$ cat src/shared/aisc_pkg.sv
// Package for the analog input status and settling control block.
// Assumes a single 25 MHz logic clock; every time is converted to cycles here.
`default_nettype none
package aisc_pkg;
   // ==========================================================
   // Timing
   localparam int CLK_NS         = 40;
   localparam int SETTLE_NS      = 10000;
   localparam int SPACE_SLOW_NS  = 10000;
   localparam int SPACE_FAST_NS  = 5000;
   localparam int CONV_NS        = 4000;
   localparam int OUT_BUSY_NS    = 3000;
   localparam int SETTLE_CYC     = (SETTLE_NS + CLK_NS - 1) / CLK_NS;
   localparam int SPACE_SLOW_CYC = (SPACE_SLOW_NS + CLK_NS - 1) / CLK_NS;
   localparam int SPACE_FAST_CYC = (SPACE_FAST_NS + CLK_NS - 1) / CLK_NS;
   localparam int CONV_CYC       = (CONV_NS + CLK_NS - 1) / CLK_NS;
   localparam int OUT_BUSY_CYC   = (OUT_BUSY_NS + CLK_NS - 1) / CLK_NS;
   localparam int CNT_W          = 16;

   // ==========================================================
   // Register map (printed offsets are indexes; byte address is index times four)
   localparam int          ADDR_W        = 6;
   localparam logic [3:0]  IDX_CHAN      = 4'h2;
   localparam logic [3:0]  IDX_STATUS    = 4'h3;
   localparam logic [3:0]  IDX_CTRL      = 4'h4;
   localparam logic [3:0]  IDX_CMD       = 4'h5;
   localparam logic [3:0]  IDX_IRQ_STAT  = 4'h6;
   localparam logic [3:0]  IDX_IRQ_MASK  = 4'h7;
   localparam logic [3:0]  IDX_DATA      = 4'h8;
   localparam logic [3:0]  IDX_OUT_DATA  = 4'h9;

   // Command register bits
   localparam int CMD_START     = 0;
   localparam int CMD_BUF_RESET = 1;

   // Interrupt status bits
   localparam int IRQ_W       = 4;
   localparam int IRQ_DONE    = 0;
   localparam int IRQ_OVERRUN = 1;
   localparam int IRQ_SETTLED = 2;
   localparam int IRQ_OUT     = 3;

   localparam logic [1:0] RESP_OKAY   = 2'h0;
   localparam logic [1:0] RESP_SLVERR = 2'h2;

   // ==========================================================
   // Field layouts
   typedef struct packed {
      logic [3:0] high;
      logic [3:0] low;
   } aisc_chan_t;

   typedef struct packed {
      logic       spacing;
      logic       sweep;
      logic [1:0] gain;
   } aisc_ctrl_t;

   typedef struct packed {
      logic       busy;
      logic       input_config_indicator;
      logic       settling;
      logic       out_busy;
      logic       overrun;
      logic       sweep;
      logic [1:0] gain;
   } aisc_status_t;

   localparam aisc_chan_t CHAN_RST = 8'h00;
   localparam aisc_ctrl_t CTRL_RST = 4'h0;
   localparam logic       SE_RST   = 1'b1;
endpackage
`default_nettype wire

$ cat src/hdl/aisc_top.sv
// Analog input status, settling and conversion sequencing, AXI4-Lite slave.
// Assumes converter samples arrive on an asynchronous pin bus; one clock domain.
//
// How it works
// - Writing the channel range raises the settling flag; host waits it out.
// - Range or gain writes in succession restart settling from the last write.
// - Gain code 0..3 selects amplification 1, 2, 4 or 8.
// - Busy reads one during any conversion or sweep, zero when idle.
// - Single mode: busy from conversion start until that conversion ends.
// - Sweep mode: busy stays high across the whole channel range.
// - After overflow the buffer refuses samples until a buffer reset.
// - Overrun flag is sticky until buffer reset.
// - Status reads back the written sweep enable.
// - Status reads back the written gain in its two low bits.
// - Range write resets the channel pointer to the low channel.
// - Sweep samples spaced 10 us, or 5 us with spacing select set.
`timescale 1ns/1ps
`default_nettype none

module aisc_top #(
   parameter int BUF_DEPTH = 48,
   parameter int SAMPLE_W  = 16
) (
   // Clock and reset
   input  wire logic                            aclk,
   input  wire logic                            aresetn,
   // AXI4-Lite write
   input  wire logic [aisc_pkg::ADDR_W-1:0]     s_axi_awaddr,
   input  wire logic                            s_axi_awvalid,
   output logic                                 s_axi_awready,
   input  wire logic [31:0]                     s_axi_wdata,
   input  wire logic [3:0]                      s_axi_wstrb,
   input  wire logic                            s_axi_wvalid,
   output logic                                 s_axi_wready,
   output logic [1:0]                           s_axi_bresp,
   output logic                                 s_axi_bvalid,
   input  wire logic                            s_axi_bready,
   // AXI4-Lite read
   input  wire logic [aisc_pkg::ADDR_W-1:0]     s_axi_araddr,
   input  wire logic                            s_axi_arvalid,
   output logic                                 s_axi_arready,
   output logic [31:0]                          s_axi_rdata,
   output logic [1:0]                           s_axi_rresp,
   output logic                                 s_axi_rvalid,
   input  wire logic                            s_axi_rready,
   // Converter pins
   input  wire logic [SAMPLE_W-1:0]             adc_sample,
   input  wire logic                            input_config_indicator_pin,
   output logic                                 conv_start,
   output logic [3:0]                           adc_channel,
   output logic [3:0]                           gain_mult,
   output logic [SAMPLE_W-1:0]                  out_value,
   output logic                                 out_load,
   // Interrupt
   output logic                                 irq
);
   if (BUF_DEPTH < 2 || BUF_DEPTH > 4096 || SAMPLE_W < 1 || SAMPLE_W > 32) begin : g_bad_param
      $error("aisc_top: unsupported parameters");
   end
   if (aisc_pkg::CONV_CYC >= aisc_pkg::SPACE_FAST_CYC) begin : g_bad_timing
      $error("aisc_top: conversion longer than sweep spacing");
   end

   localparam int PW = $clog2(BUF_DEPTH);
   typedef enum logic [1:0] {AISC_IDLE, AISC_CONV, AISC_GAP} aisc_state_t;

   // ==========================================================
   // Pin synchronisers
   logic [SAMPLE_W-1:0] smp_m_r, smp_r;
   logic                se_m_r, se_r;
   always_ff @(posedge aclk) begin
      if (!aresetn) begin
         smp_m_r <= '0;
         smp_r   <= '0;
         se_m_r  <= aisc_pkg::SE_RST;
         se_r    <= aisc_pkg::SE_RST;
      end else begin
         smp_m_r <= adc_sample;
         smp_r   <= smp_m_r;
         se_m_r  <= input_config_indicator_pin;
         se_r    <= se_m_r;
      end
   end

   // ==========================================================
   // AXI4-Lite slave: address and data taken in either order
   logic [aisc_pkg::ADDR_W-1:0] aw_addr_r;
   logic [31:0]                 w_data_r;
   logic [3:0]                  w_strb_r;
   logic                        aw_have_r, w_have_r;
   logic                        wr_go;
   logic [3:0]                  wr_idx, rd_idx;
   logic                        wr_ok, rd_ok;
   assign wr_go  = aw_have_r && w_have_r && !s_axi_bvalid;
   assign wr_idx = aw_addr_r[aisc_pkg::ADDR_W-1:2];
   assign rd_idx = s_axi_araddr[aisc_pkg::ADDR_W-1:2];
   assign wr_ok  = wr_idx inside {aisc_pkg::IDX_CHAN, aisc_pkg::IDX_CTRL, aisc_pkg::IDX_CMD,
                                  aisc_pkg::IDX_IRQ_STAT, aisc_pkg::IDX_IRQ_MASK,
                                  aisc_pkg::IDX_OUT_DATA};
   assign rd_ok  = rd_idx inside {aisc_pkg::IDX_CHAN, aisc_pkg::IDX_STATUS, aisc_pkg::IDX_CTRL,
                                  aisc_pkg::IDX_IRQ_STAT, aisc_pkg::IDX_IRQ_MASK,
                                  aisc_pkg::IDX_DATA};

   always_ff @(posedge aclk) begin
      if (!aresetn) begin
         aw_have_r     <= 1'b0;
         w_have_r      <= 1'b0;
         aw_addr_r     <= '0;
         w_data_r      <= '0;
         w_strb_r      <= '0;
         s_axi_awready <= 1'b0;
         s_axi_wready  <= 1'b0;
         s_axi_bvalid  <= 1'b0;
         s_axi_bresp   <= aisc_pkg::RESP_OKAY;
      end else begin
         s_axi_awready <= !aw_have_r && !s_axi_awready;
         s_axi_wready  <= !w_have_r && !s_axi_wready;
         if (s_axi_awvalid && s_axi_awready) begin
            aw_have_r     <= 1'b1;
            aw_addr_r     <= s_axi_awaddr;
            s_axi_awready <= 1'b0;
         end
         if (s_axi_wvalid && s_axi_wready) begin
            w_have_r     <= 1'b1;
            w_data_r     <= s_axi_wdata;
            w_strb_r     <= s_axi_wstrb;
            s_axi_wready <= 1'b0;
         end
         if (wr_go) begin
            aw_have_r    <= 1'b0;
            w_have_r     <= 1'b0;
            s_axi_bvalid <= 1'b1;
            s_axi_bresp  <= wr_ok ? aisc_pkg::RESP_OKAY : aisc_pkg::RESP_SLVERR;
         end else if (s_axi_bvalid && s_axi_bready) begin
            s_axi_bvalid <= 1'b0;
         end
      end
   end

   // Byte lane 0 carries register bits, except output data, which is written when any lane is strobed
   logic                   wr_lane0;
   logic                   wr_chan, wr_ctrl, wr_cmd, wr_istat, wr_imask, wr_out;
   assign wr_lane0 = wr_go && w_strb_r[0];
   assign wr_chan  = wr_lane0 && wr_idx == aisc_pkg::IDX_CHAN;
   assign wr_ctrl  = wr_lane0 && wr_idx == aisc_pkg::IDX_CTRL;
   assign wr_cmd   = wr_lane0 && wr_idx == aisc_pkg::IDX_CMD;
   assign wr_istat = wr_lane0 && wr_idx == aisc_pkg::IDX_IRQ_STAT;
   assign wr_imask = wr_lane0 && wr_idx == aisc_pkg::IDX_IRQ_MASK;
   assign wr_out   = wr_go && (w_strb_r != 4'h0) && wr_idx == aisc_pkg::IDX_OUT_DATA;

   // ==========================================================
   // Control registers
   aisc_pkg::aisc_chan_t chan_r;
   aisc_pkg::aisc_ctrl_t ctrl_r;
   always_ff @(posedge aclk) begin
      if (!aresetn) begin
         chan_r <= aisc_pkg::CHAN_RST;
         ctrl_r <= aisc_pkg::CTRL_RST;
      end else begin
         if (wr_chan)
            chan_r <= aisc_pkg::aisc_chan_t'(w_data_r[7:0]);
         if (wr_ctrl)
            ctrl_r <= aisc_pkg::aisc_ctrl_t'(w_data_r[3:0]);
      end
   end

   // ==========================================================
   // Settling interval, restarted by every range or gain write
   logic [aisc_pkg::CNT_W-1:0] settle_cnt_r;
   logic                       settling;
   assign settling = settle_cnt_r != '0;
   always_ff @(posedge aclk) begin
      if (!aresetn)
         settle_cnt_r <= '0;
      else if (wr_chan || wr_ctrl)
         settle_cnt_r <= aisc_pkg::CNT_W'(aisc_pkg::SETTLE_CYC);
      else if (settling)
         settle_cnt_r <= settle_cnt_r - 1'b1;
   end

   // ==========================================================
   // Conversion sequencer
   aisc_state_t                state_r;
   logic [aisc_pkg::CNT_W-1:0] seq_cnt_r;
   logic [3:0]                 ptr_r;
   logic                       sweep_run_r;
   logic                       conv_end, start_req, last_ch, run_end;
   logic [3:0]                 ptr_nxt;
   assign start_req = wr_cmd && w_data_r[aisc_pkg::CMD_START] && state_r == AISC_IDLE;
   assign conv_end  = state_r == AISC_CONV && seq_cnt_r == '0;
   assign run_end   = conv_end && (last_ch || !sweep_run_r);
   assign last_ch   = ptr_r == chan_r.high;
   assign ptr_nxt   = last_ch ? chan_r.low : ptr_r + 4'h1;

   always_ff @(posedge aclk) begin
      if (!aresetn) begin
         state_r     <= AISC_IDLE;
         seq_cnt_r   <= '0;
         sweep_run_r <= 1'b0;
      end else begin
         unique case (state_r)
            AISC_IDLE: if (start_req) begin
               state_r     <= AISC_CONV;
               seq_cnt_r   <= aisc_pkg::CNT_W'(aisc_pkg::CONV_CYC - 1);
               sweep_run_r <= ctrl_r.sweep;
            end
            AISC_CONV: if (seq_cnt_r != '0) begin
               seq_cnt_r <= seq_cnt_r - 1'b1;
            end else if (sweep_run_r && !last_ch) begin
               state_r   <= AISC_GAP;
               seq_cnt_r <= ctrl_r.spacing
                  ? aisc_pkg::CNT_W'(aisc_pkg::SPACE_FAST_CYC - aisc_pkg::CONV_CYC - 1)
                  : aisc_pkg::CNT_W'(aisc_pkg::SPACE_SLOW_CYC - aisc_pkg::CONV_CYC - 1);
            end else begin
               state_r <= AISC_IDLE;
            end
            AISC_GAP: if (seq_cnt_r != '0) begin
               seq_cnt_r <= seq_cnt_r - 1'b1;
            end else begin
               state_r   <= AISC_CONV;
               seq_cnt_r <= aisc_pkg::CNT_W'(aisc_pkg::CONV_CYC - 1);
            end
         endcase
      end
   end

   // Channel pointer; a sweep always begins at the low channel
   always_ff @(posedge aclk) begin
      if (!aresetn)
         ptr_r <= '0;
      else if (wr_chan)
         ptr_r <= w_data_r[3:0];
      else if (start_req && ctrl_r.sweep)
         ptr_r <= chan_r.low;
      else if (conv_end)
         ptr_r <= ptr_nxt;
   end

   // Converter pins
   always_ff @(posedge aclk) begin
      if (!aresetn) begin
         conv_start  <= 1'b0;
         adc_channel <= '0;
         gain_mult   <= 4'h1;
      end else begin
         conv_start  <= (state_r == AISC_IDLE && start_req) ||
                        (state_r == AISC_GAP && seq_cnt_r == '0);
         adc_channel <= (start_req && ctrl_r.sweep) ? chan_r.low : ptr_r;
         gain_mult   <= 4'h1 << ctrl_r.gain;
      end
   end

   // ==========================================================
   // Sample buffer with sticky overrun
   logic [SAMPLE_W-1:0] buf_mem [BUF_DEPTH];
   logic [PW-1:0]       wr_ptr_r, rd_ptr_r;
   logic [PW:0]         fill_r;
   logic                overrun_r, buf_reset, push, pop, full;
   assign buf_reset = wr_cmd && w_data_r[aisc_pkg::CMD_BUF_RESET];
   assign full      = fill_r == (PW+1)'(BUF_DEPTH);
   assign push      = conv_end && !full && !overrun_r && !buf_reset;
   assign pop       = s_axi_arvalid && s_axi_arready && rd_idx == aisc_pkg::IDX_DATA &&
                      fill_r != '0 && !buf_reset;

   always_ff @(posedge aclk) begin
      if (push)
         buf_mem[wr_ptr_r] <= smp_r;
   end

   always_ff @(posedge aclk) begin
      if (!aresetn || buf_reset) begin
         wr_ptr_r <= '0;
         rd_ptr_r <= '0;
         fill_r   <= '0;
      end else begin
         if (push)
            wr_ptr_r <= (wr_ptr_r == PW'(BUF_DEPTH - 1)) ? '0 : wr_ptr_r + 1'b1;
         if (pop)
            rd_ptr_r <= (rd_ptr_r == PW'(BUF_DEPTH - 1)) ? '0 : rd_ptr_r + 1'b1;
         fill_r <= fill_r + (PW+1)'(push) - (PW+1)'(pop);
      end
   end

   always_ff @(posedge aclk) begin
      if (!aresetn)
         overrun_r <= 1'b0;
      else if (conv_end && full)
         overrun_r <= 1'b1;
      else if (buf_reset)
         overrun_r <= 1'b0;
   end

   // ==========================================================
   // Output converter update
   logic [aisc_pkg::CNT_W-1:0] out_cnt_r;
   logic                       out_busy;
   assign out_busy = out_cnt_r != '0;
   always_ff @(posedge aclk) begin
      if (!aresetn) begin
         out_cnt_r <= '0;
         out_value <= '0;
         out_load  <= 1'b0;
      end else begin
         out_load <= 1'b0;
         if (wr_out && !out_busy) begin
            out_cnt_r <= aisc_pkg::CNT_W'(aisc_pkg::OUT_BUSY_CYC);
            out_value <= w_data_r[SAMPLE_W-1:0];
            out_load  <= 1'b1;
         end else if (out_busy) begin
            out_cnt_r <= out_cnt_r - 1'b1;
         end
      end
   end

   // ==========================================================
   // Interrupts: set wins over a write-one clear
   logic [aisc_pkg::IRQ_W-1:0] irq_stat_r, irq_mask_r, irq_set;
   logic                       settle_end, out_end;
   assign settle_end = settle_cnt_r == aisc_pkg::CNT_W'(1) && !(wr_chan || wr_ctrl);
   assign out_end    = out_cnt_r == aisc_pkg::CNT_W'(1);
   always_comb begin
      irq_set                        = '0;
      irq_set[aisc_pkg::IRQ_DONE]    = run_end;
      irq_set[aisc_pkg::IRQ_OVERRUN] = conv_end && full && !overrun_r;
      irq_set[aisc_pkg::IRQ_SETTLED] = settle_end;
      irq_set[aisc_pkg::IRQ_OUT]     = out_end;
   end
   always_ff @(posedge aclk) begin
      if (!aresetn) begin
         irq_stat_r <= '0;
         irq_mask_r <= '0;
         irq        <= 1'b0;
      end else begin
         irq_stat_r <= (irq_stat_r & ~(wr_istat ? w_data_r[aisc_pkg::IRQ_W-1:0] : '0))
                       | irq_set;
         if (wr_imask)
            irq_mask_r <= w_data_r[aisc_pkg::IRQ_W-1:0];
         irq <= |(irq_stat_r & irq_mask_r);
      end
   end

   // ==========================================================
   // Read channel
   aisc_pkg::aisc_status_t status;
   always_comb begin
      status.busy     = state_r != AISC_IDLE;
      status.input_config_indicator  = se_r;
      status.settling = settling;
      status.out_busy = out_busy;
      status.overrun  = overrun_r;
      status.sweep    = ctrl_r.sweep;
      status.gain     = ctrl_r.gain;
   end

   always_ff @(posedge aclk) begin
      if (!aresetn) begin
         s_axi_arready <= 1'b0;
         s_axi_rvalid  <= 1'b0;
         s_axi_rdata   <= '0;
         s_axi_rresp   <= aisc_pkg::RESP_OKAY;
      end else begin
         s_axi_arready <= !s_axi_rvalid && !s_axi_arready;
         if (s_axi_arvalid && s_axi_arready) begin
            s_axi_arready <= 1'b0;
            s_axi_rvalid  <= 1'b1;
            s_axi_rresp   <= rd_ok ? aisc_pkg::RESP_OKAY : aisc_pkg::RESP_SLVERR;
            unique case (rd_idx)
               aisc_pkg::IDX_CHAN:     s_axi_rdata <= {24'h0, chan_r};
               aisc_pkg::IDX_STATUS:   s_axi_rdata <= {24'h0, status};
               aisc_pkg::IDX_CTRL:     s_axi_rdata <= {28'h0, ctrl_r};
               aisc_pkg::IDX_IRQ_STAT: s_axi_rdata <= 32'(irq_stat_r);
               aisc_pkg::IDX_IRQ_MASK: s_axi_rdata <= 32'(irq_mask_r);
               aisc_pkg::IDX_DATA:     s_axi_rdata <= 32'(buf_mem[rd_ptr_r]);
               default:                s_axi_rdata <= '0;
            endcase
         end else if (s_axi_rvalid && s_axi_rready) begin
            s_axi_rvalid <= 1'b0;
         end
      end
   end

   // ==========================================================
   // Checks
   // Own count of cycles since the last range or gain write, to time settling
   logic [aisc_pkg::CNT_W-1:0] settle_age_r;
   always_ff @(posedge aclk) begin
      if (!aresetn)
         settle_age_r <= '0;
      else if (wr_chan || wr_ctrl)
         settle_age_r <= aisc_pkg::CNT_W'(1);
      else if (settle_age_r != '0 && settle_age_r != '1)
         settle_age_r <= settle_age_r + 1'b1;
   end
endmodule

`default_nettype wire

$ cat config.mk
export PLATFORM = sky130hd
export DESIGN_NAME = aisc_top
export DESIGN_NICKNAME = d
export VERILOG_FILES = /design/src/shared/aisc_pkg.sv /design/src/hdl/aisc_top.sv
export SDC_FILE = /design/constraint.sdc
export NUM_CORES = 1
export LEC_CHECK = 0
export ABC_CLOCK_PERIOD_IN_PS = 3000
export BUFFER_PORTS_ARGS = -buffer_cell sky130_fd_sc_hd__buf_2
export CAP_MARGIN = 20
export CORE_MARGIN = 2
export CORE_UTILIZATION = 50
export CTS_CLUSTER_DIAMETER = 30
export DETAILED_ROUTE_END_ITERATION = 8
export PLACE_DENSITY = 0.69
export SYNTH_ARGS = -nofsm -noshare
export SYNTH_HDL_FRONTEND = slang
export SYNTH_SLANG_ARGS = --single-unit
$ cat constraint.sdc
create_clock -name aclk -period 3 [get_ports aclk]
set_input_delay 0.6 -clock aclk [delete_from_list [all_inputs] [get_ports aclk]]
set_output_delay 0.6 -clock aclk [all_outputs]
set_load 0.05 [all_outputs]
==> flow_summary.ini, run 1 <==
[clock_network]
tritoncts = yes
clkLatencyLatePin_ps = 740
postCtsHoldBufs = 0
cts_max_path_buffers = 3
cts_buffers = 164
cts_max_level = 4
cts-root-buf = clkbuf_16
cts_sinks = 979
clk_pin_slew_ps = 50

[sta]
worst_pin_slew_ps = 947
finalMaxSlewViolations = 0
setup_ws_ps = 102
clock-skew-final_ps = 27.2
fmax_mhz = 345
final-setup-viol-count = 0
fin_crit_sh = 0.966
hold_viol = 0
slew-limit-headroom = 0.368
period_needed_ps = 2900
whs_ps = 80.6

[setup_path]
crit_arrival_ps = 3330
worstPathRequired_ps = 3440
crit_path_max_fanout = 16
r2r_cells = 11
max_stage_delay_ps = 420
critical_path_class = register to register
rrSetupSlack_ps = 100
worstSetupEndpointType = register
slowest_stage = nand2_1
crit_chain = inv_2, ha_4, nor4b_4, and4_4, and4_4, inv_4, buf_4, nor2_1, nand2_1, nor2_1, buf_12
cp-start-kind = register
r2r-start = seq_cnt_r[0]$_SDFFE_PN0P_
regToRegEndpoint = buf_mem[35][10]$_DFFE_PP_

[power]
p_per_area_nw_per_um2 = 763
worst_ir_drop_vdd_v = 0.000667
p_leak_uw = 0.0172

[global_route]
grt_max_degree = 52
grt_overflow = 0
antenna_found_initial = 0
track_usage = 0.251
grt_first_pass_wirelength_um = 146000
grt_pass1_vias = 23118

[hold_path]
holdCritStartpoint = adc_sample[2]
min_path_type = primary input to register
hold_end = smp_m_r[2]$_SDFF_PN0_
hold_depth = 2

[route]
vias_per_cell = 5.88
wl_um = 97900
wl_per_cell_um = 25.1
drtIter0Drc = 2669
drc = 0
firstDrtPassIters = 5
ant_nets = 0
vias = 22983

[layout]
layout-drive-gt1-share = 0.271
fillers = 5266
syn_to_final_growth_pct = 23.7
fin_nets = 2831
instances_no_fill = 3906

[logic_synthesis]
synth_common_cells = edfxtp_1 (768), dfxtp_1 (211), nand2_1 (182)
postSynthCellCount = 2397
synth_top_cells_by_area = edfxtp_1 (60%), dfxtp_1 (11%), mux4_2 (9.5%)
seq_area_frac_synth = 0.711
ys_types = 81
yosys.area.top_type = edfxtp_1
ys_seq_elements = 979
yosysMostFrequentCell = edfxtp_1
synth-edff-count = 768
synth_top_area_frac = 0.601
yosysWarningCount = 0
avgSynthCellArea_um2 = 16.0
async_flop_share = 0
syn_area_um2 = 38400
synth_flop_cell = edfxtp_1

[placed_design]
place_congestion = 0.882
place_worst_setup_slack_ps = -385
post-place-cells = 3590
dpl.hpwl_um = 60800
portBuffers = 101

[die]
die_area_um2 = 79000
die_y_um = 281
row_count = 101
start_util = 0.506
coreArea_um2 = 75900
die_x_um = 281
io_pins = 140

[job]
maxCapViolCount = 0

[run_status]
status = completed
-- report_power, final --
group	internal [uW]	leakage (uW)	switching [uW]
combinational	994	0.00459	1440
sequential	14900	0.00983	270
clock	11900	0.00273	6760
-- critical path: cells and delay by family (launching register included) --
kind	cells	cell delay (ps)
simple gates	6	1690
buf+inv	4	450
fa+ha+maj	1	130
flops	1	330
-- per-layer routing --
layer	routed length [um]	global-route usage
met5	0	0
met4	3330	0.109
met3	8270	0.0521
met2	47200	0.401
met1	39100	0.336
-- worst max-delay path by stage --
stage                               from                         to  cells past startpoint
3_5_place_dp             s_axi_araddr[4]       fill_r[6]$_SDFF_PP0_                     15
5_1_grt        seq_cnt_r[0]$_SDFFE_PN0P_       fill_r[6]$_SDFF_PP0_                     17
4_1_cts             fill_r[2]$_SDFF_PP0_       fill_r[6]$_SDFF_PP0_                     17
6_report       seq_cnt_r[0]$_SDFFE_PN0P_  buf_mem[35][10]$_DFFE_PP_                     11
2_1_floorplan            s_axi_araddr[4]       fill_r[6]$_SDFF_PP0_                     15
3_3_place_gp             s_axi_araddr[4]       fill_r[6]$_SDFF_PP0_                     15
-- final cells by class --
type | count | area [um2] | area share
timing repair buffer | 288 | 2610 | 0.0548
antenna | 1 | 2.50 | 0.0000527
inverter | 30 | 115 | 0.00242
tap | 1030 | 1290 | 0.0271
sequential | 979 | 27300 | 0.575
clock buffer | 190 | 4330 | 0.0910
clock inverter | 116 | 1310 | 0.0276
multi-input combinational | 1272 | 10600 | 0.222
-- cells in the final DEF, fill, tap and decap left out, types with 16 or more instances in the layout --
master / count
edfxtp_1: 768
nor4_1: 17
buf_12: 54
nor2_1: 163
buf_2: 101
o22ai_1: 20
nand3_1: 36
conb_1: 18
nand2_1: 182
inv_1: 24
nor2b_1: 19
mux4_2: 162
dfxtp_1: 197
nand4_1: 21
nor3_1: 33
clkbuf_1: 17
bufinv_16: 17
ha_1: 20
a22oi_1: 39
xnor2_1: 21
o21ai_1: 19
and2_1: 40
a21oi_1: 116
o21ai_0: 22
nand2b_1: 16
a22o_1: 19
clkbuf_16: 167
clkinv_2: 31
buf_4: 132
xor2_1: 16
mux2i_1: 95
-- repair_timing --
| action | in CTS | in global routing |
|---|---|---|
| setup buffers | 0 | 4 |
| gates resized for setup | 6 | 15 |
| pin swaps | 1 | 9 |
| setup endpoints to repair | 23 | 121 |
-- sequential cells by signal, summed over array words and instances (netlist names), 6 cells and up, named ones only --
name          cells
buf_mem         768
out_cnt_r        16
out_value        16
s_axi_rdata      16
seq_cnt_r        16
settle_cnt_r     16
smp_m_r          16
smp_r            16
w_data_r         16
chan_r            8
fill_r            7
rd_ptr_r          6
wr_ptr_r          6
-- through the flow --
| step | setup TNS, ps | total power [uW] | area [um2] | util |
|---|---|---|---|---|
| 6_report | 0 | 36300 | 47500 | 0.626 |
| 5_1_grt | -8.27 | 37400 | 47500 | 0.626 |
| 4_1_cts | 0 | 36400 | 47300 | 0.623 |
| 3_5_place_dp | -602 | 17700 | 41700 | 0.548 |
| 3_3_place_gp | -513 | 17600 | 41700 | 0.548 |
| 2_1_floorplan | -4.07 | 17000 | 38500 | - |
-- cell families (layout without fill, tap and decap cells) --
| kind of cell | after synthesis | count (layout) | share of synthesized area |
|---|---|---|---|
| and+or+nand+nor | 598 | 598 | 0.0756 |
| DFF | 979 | 979 | 0.711 |
| buffers and inverters | 163 | 624 | 0.0194 |
| xor gates and xnor gates | 37 | 37 | 0.00844 |
| other | 1 | 19 | 0.0000977 |
| AOI/OAI and AO/OA | 333 | 333 | 0.0566 |
| muxes | 262 | 262 | 0.121 |
| adders and majority gates | 24 | 24 | 0.00802 |
No activity file was read; power rests on OpenSTA's default activity.
==> inputs of run 2 (changes only) <==
--- a/config.mk
+++ b/config.mk
@@ -13,6 +13,7 @@
 export CTS_CLUSTER_DIAMETER = 30
 export DETAILED_ROUTE_END_ITERATION = 8
 export PLACE_DENSITY = 0.69
+export RECOVER_POWER = 50
 export SYNTH_ARGS = -nofsm -noshare
 export SYNTH_HDL_FRONTEND = slang
 export SYNTH_SLANG_ARGS = --single-unit
==> flow_summary.ini, run 2 (same netlist as run 1, synthesis figures left out) <==
[power]
switching_share = 0.234
seqPwrFrac = 0.417
pwr-share-comb = 0.067
p_int_uw = 27800
p_leak_uw = 0.0169
worst_ir_drop_vdd_v = 0.000680
pwr-share-clk = 0.516
power_switching_uw = 8470
p_per_area_nw_per_um2 = 766

[sta]
finalMaxSlewViolations = 254
period_needed_ps = 2890
fmax_mhz = 345
final-setup-viol-count = 0
whs_ps = 80.4
clock-skew-final_ps = 26.6
slew-limit-headroom = -0.626
fin_setup_tns_ps = 0
worst_pin_slew_ps = 2440
fin_crit_sh = 0.965
hold_viol = 0
setup_ws_ps = 105

[layout]
final_area_um2 = 47300
mostFrequentLayoutCell = edfxtp_1
regMostFlops = buf_mem
seq_area_um2 = 27300
instances_no_fill = 3906
largest_reg_flops = 768
syn_to_final_growth_pct = 23.2
fillers = 5324
layout-drive-gt1-share = 0.251
layout_common_cells = edfxtp_1 (768), dfxtp_1 (205), nand2_1 (182), clkbuf_16 (167), nor2_1 (163)
fin_nets = 2831
multi_input_comb_area_um2 = 10600

[clock_network]
postCtsHoldBufs = 0
cts_max_level = 4
cts_max_path_buffers = 3
clk_pin_slew_ps = 50
cts-root-buf = clkbuf_16
cts_buffers = 164
clkLatencyLatePin_ps = 740
tritoncts = yes
cts_sinks = 979

[run_status]
status = finished, violations left
violations = capacitance limit, slew limit

[placed_design]
place_congestion = 0.882
portBuffers = 101
place_area_um2 = 41700
place_worst_setup_slack_ps = -385
dpl.hpwl_um = 60800
post-place-cells = 3590

[route]
top_layer_used = met4
wl_per_cell_um = 25.1
vias_per_cell = 5.89
ant_nets = 0
met3_length_um = 8060
wl_um = 97900
drc = 0
firstDrtPassIters = 5
drtIter0Drc = 2643
drt-met1-wl_um = 39200
wl_met2_um = 46800
vias = 23021

[hold_path]
hold_depth = 2
hold_end = smp_m_r[2]$_SDFF_PN0_
holdCritStartpoint = adc_sample[2]
min_path_type = primary input to register

[global_route]
grt_max_degree = 52
grt_pass1_vias = 23118
track_usage = 0.251
grt_overflow = 0
antenna_found_initial = 0
grt_first_pass_wirelength_um = 146000

[setup_path]
r2r_cells = 11
crit_path_max_fanout = 16
crit_arrival_ps = 3330
rrSetupSlack_ps = 110
setup.worst_path.start = seq_cnt_r[0]$_SDFFE_PN0P_
worstPathRequired_ps = 3440
slowest_stage = nand2_1
crit_chain = inv_2, ha_4, nor4b_4, and4_4, and4_4, inv_4, buf_4, nor2_1, nand2_1, nor2_1, buf_12
critical_path_class = register to register
cp.buffers_inverters = 4
r2r-start = seq_cnt_r[0]$_SDFFE_PN0P_
cp-start-kind = register
max_stage_delay_ps = 420
regToRegEndpoint = buf_mem[35][10]$_DFFE_PP_
worstSetupEndpointType = register
crit_family = simple AND/OR/NAND/NOR gates

[die]
io_pins = 140
start_util = 0.506
coreArea_um2 = 75900
die_x_um = 281
die_y_um = 281
die_area_um2 = 79000
row_count = 101

[job]
maxCapViolCount = 8
[run 2: what timing repair did]
action | in CTS | in global routing
endpoints found under the setup margin | 23 | 121
resized for setup | 6 | 15
pin swaps | 1 | 9
buffers inserted | 0 | 4
[run 2: final cells by class]
class / count / area share
flip-flops and latches: 979 / 0.577
clock buffers: 190 / 0.0914
clock inverters: 116 / 0.0277
well taps: 1030 / 0.0272
multi-input cells: 1272 / 0.223
inverters: 30 / 0.00243
diodes: 1 / 0.0000529
repair buffers: 288 / 0.0512
[run 2: per-stage QoR]
| stage | util | total power [uW] |
|---|---|---|
| 4_1_cts | 0.623 | 36400 |
| 3_3_place_gp | 0.548 | 17600 |
| 2_1_floorplan | - | 17000 |
| 3_5_place_dp | 0.548 | 17700 |
| 5_1_grt | 0.623 | 37400 |
| 6_report | 0.623 | 36300 |
[run 2: worst max-delay path by stage]
stage	to	slack, ps	depth (start not counted)
6_report	buf_mem[35][10]$_DFFE_PP_	110	11
5_1_grt	fill_r[6]$_SDFF_PP0_	-8	17
4_1_cts	fill_r[6]$_SDFF_PP0_	50	17
3_5_place_dp	fill_r[6]$_SDFF_PP0_	-380	15
3_3_place_gp	fill_r[6]$_SDFF_PP0_	-340	15
2_1_floorplan	fill_r[6]$_SDFF_PP0_	-4	15
[run 2: power by group through the flow]
stage	combinational, uW	clock, uW	sequential (uW)
after floorplan	1600	0	15400
after global placement	2210	0	15400
after detailed placement	2290	0	15400
after CTS	2330	18900	15100
after global routing	2660	19600	15100
final	2420	18700	15100
[run 2: worst register-to-register path, cell delays in order, from the launching register on]
cell and delay [ps]:
dfxtp_2 330, inv_2 70, ha_4 130, nor4b_4 170, and4_4 260, and4_4 250
inv_4 50, buf_4 130, nor2_1 240, nand2_1 420, nor2_1 350, buf_12 210
[run 2: layer usage]
metal  vias up  track usage
li1      10053            -
met1     11678        0.336
met2      1071        0.401
met3       219       0.0521
met4         0        0.109
met5         -            0
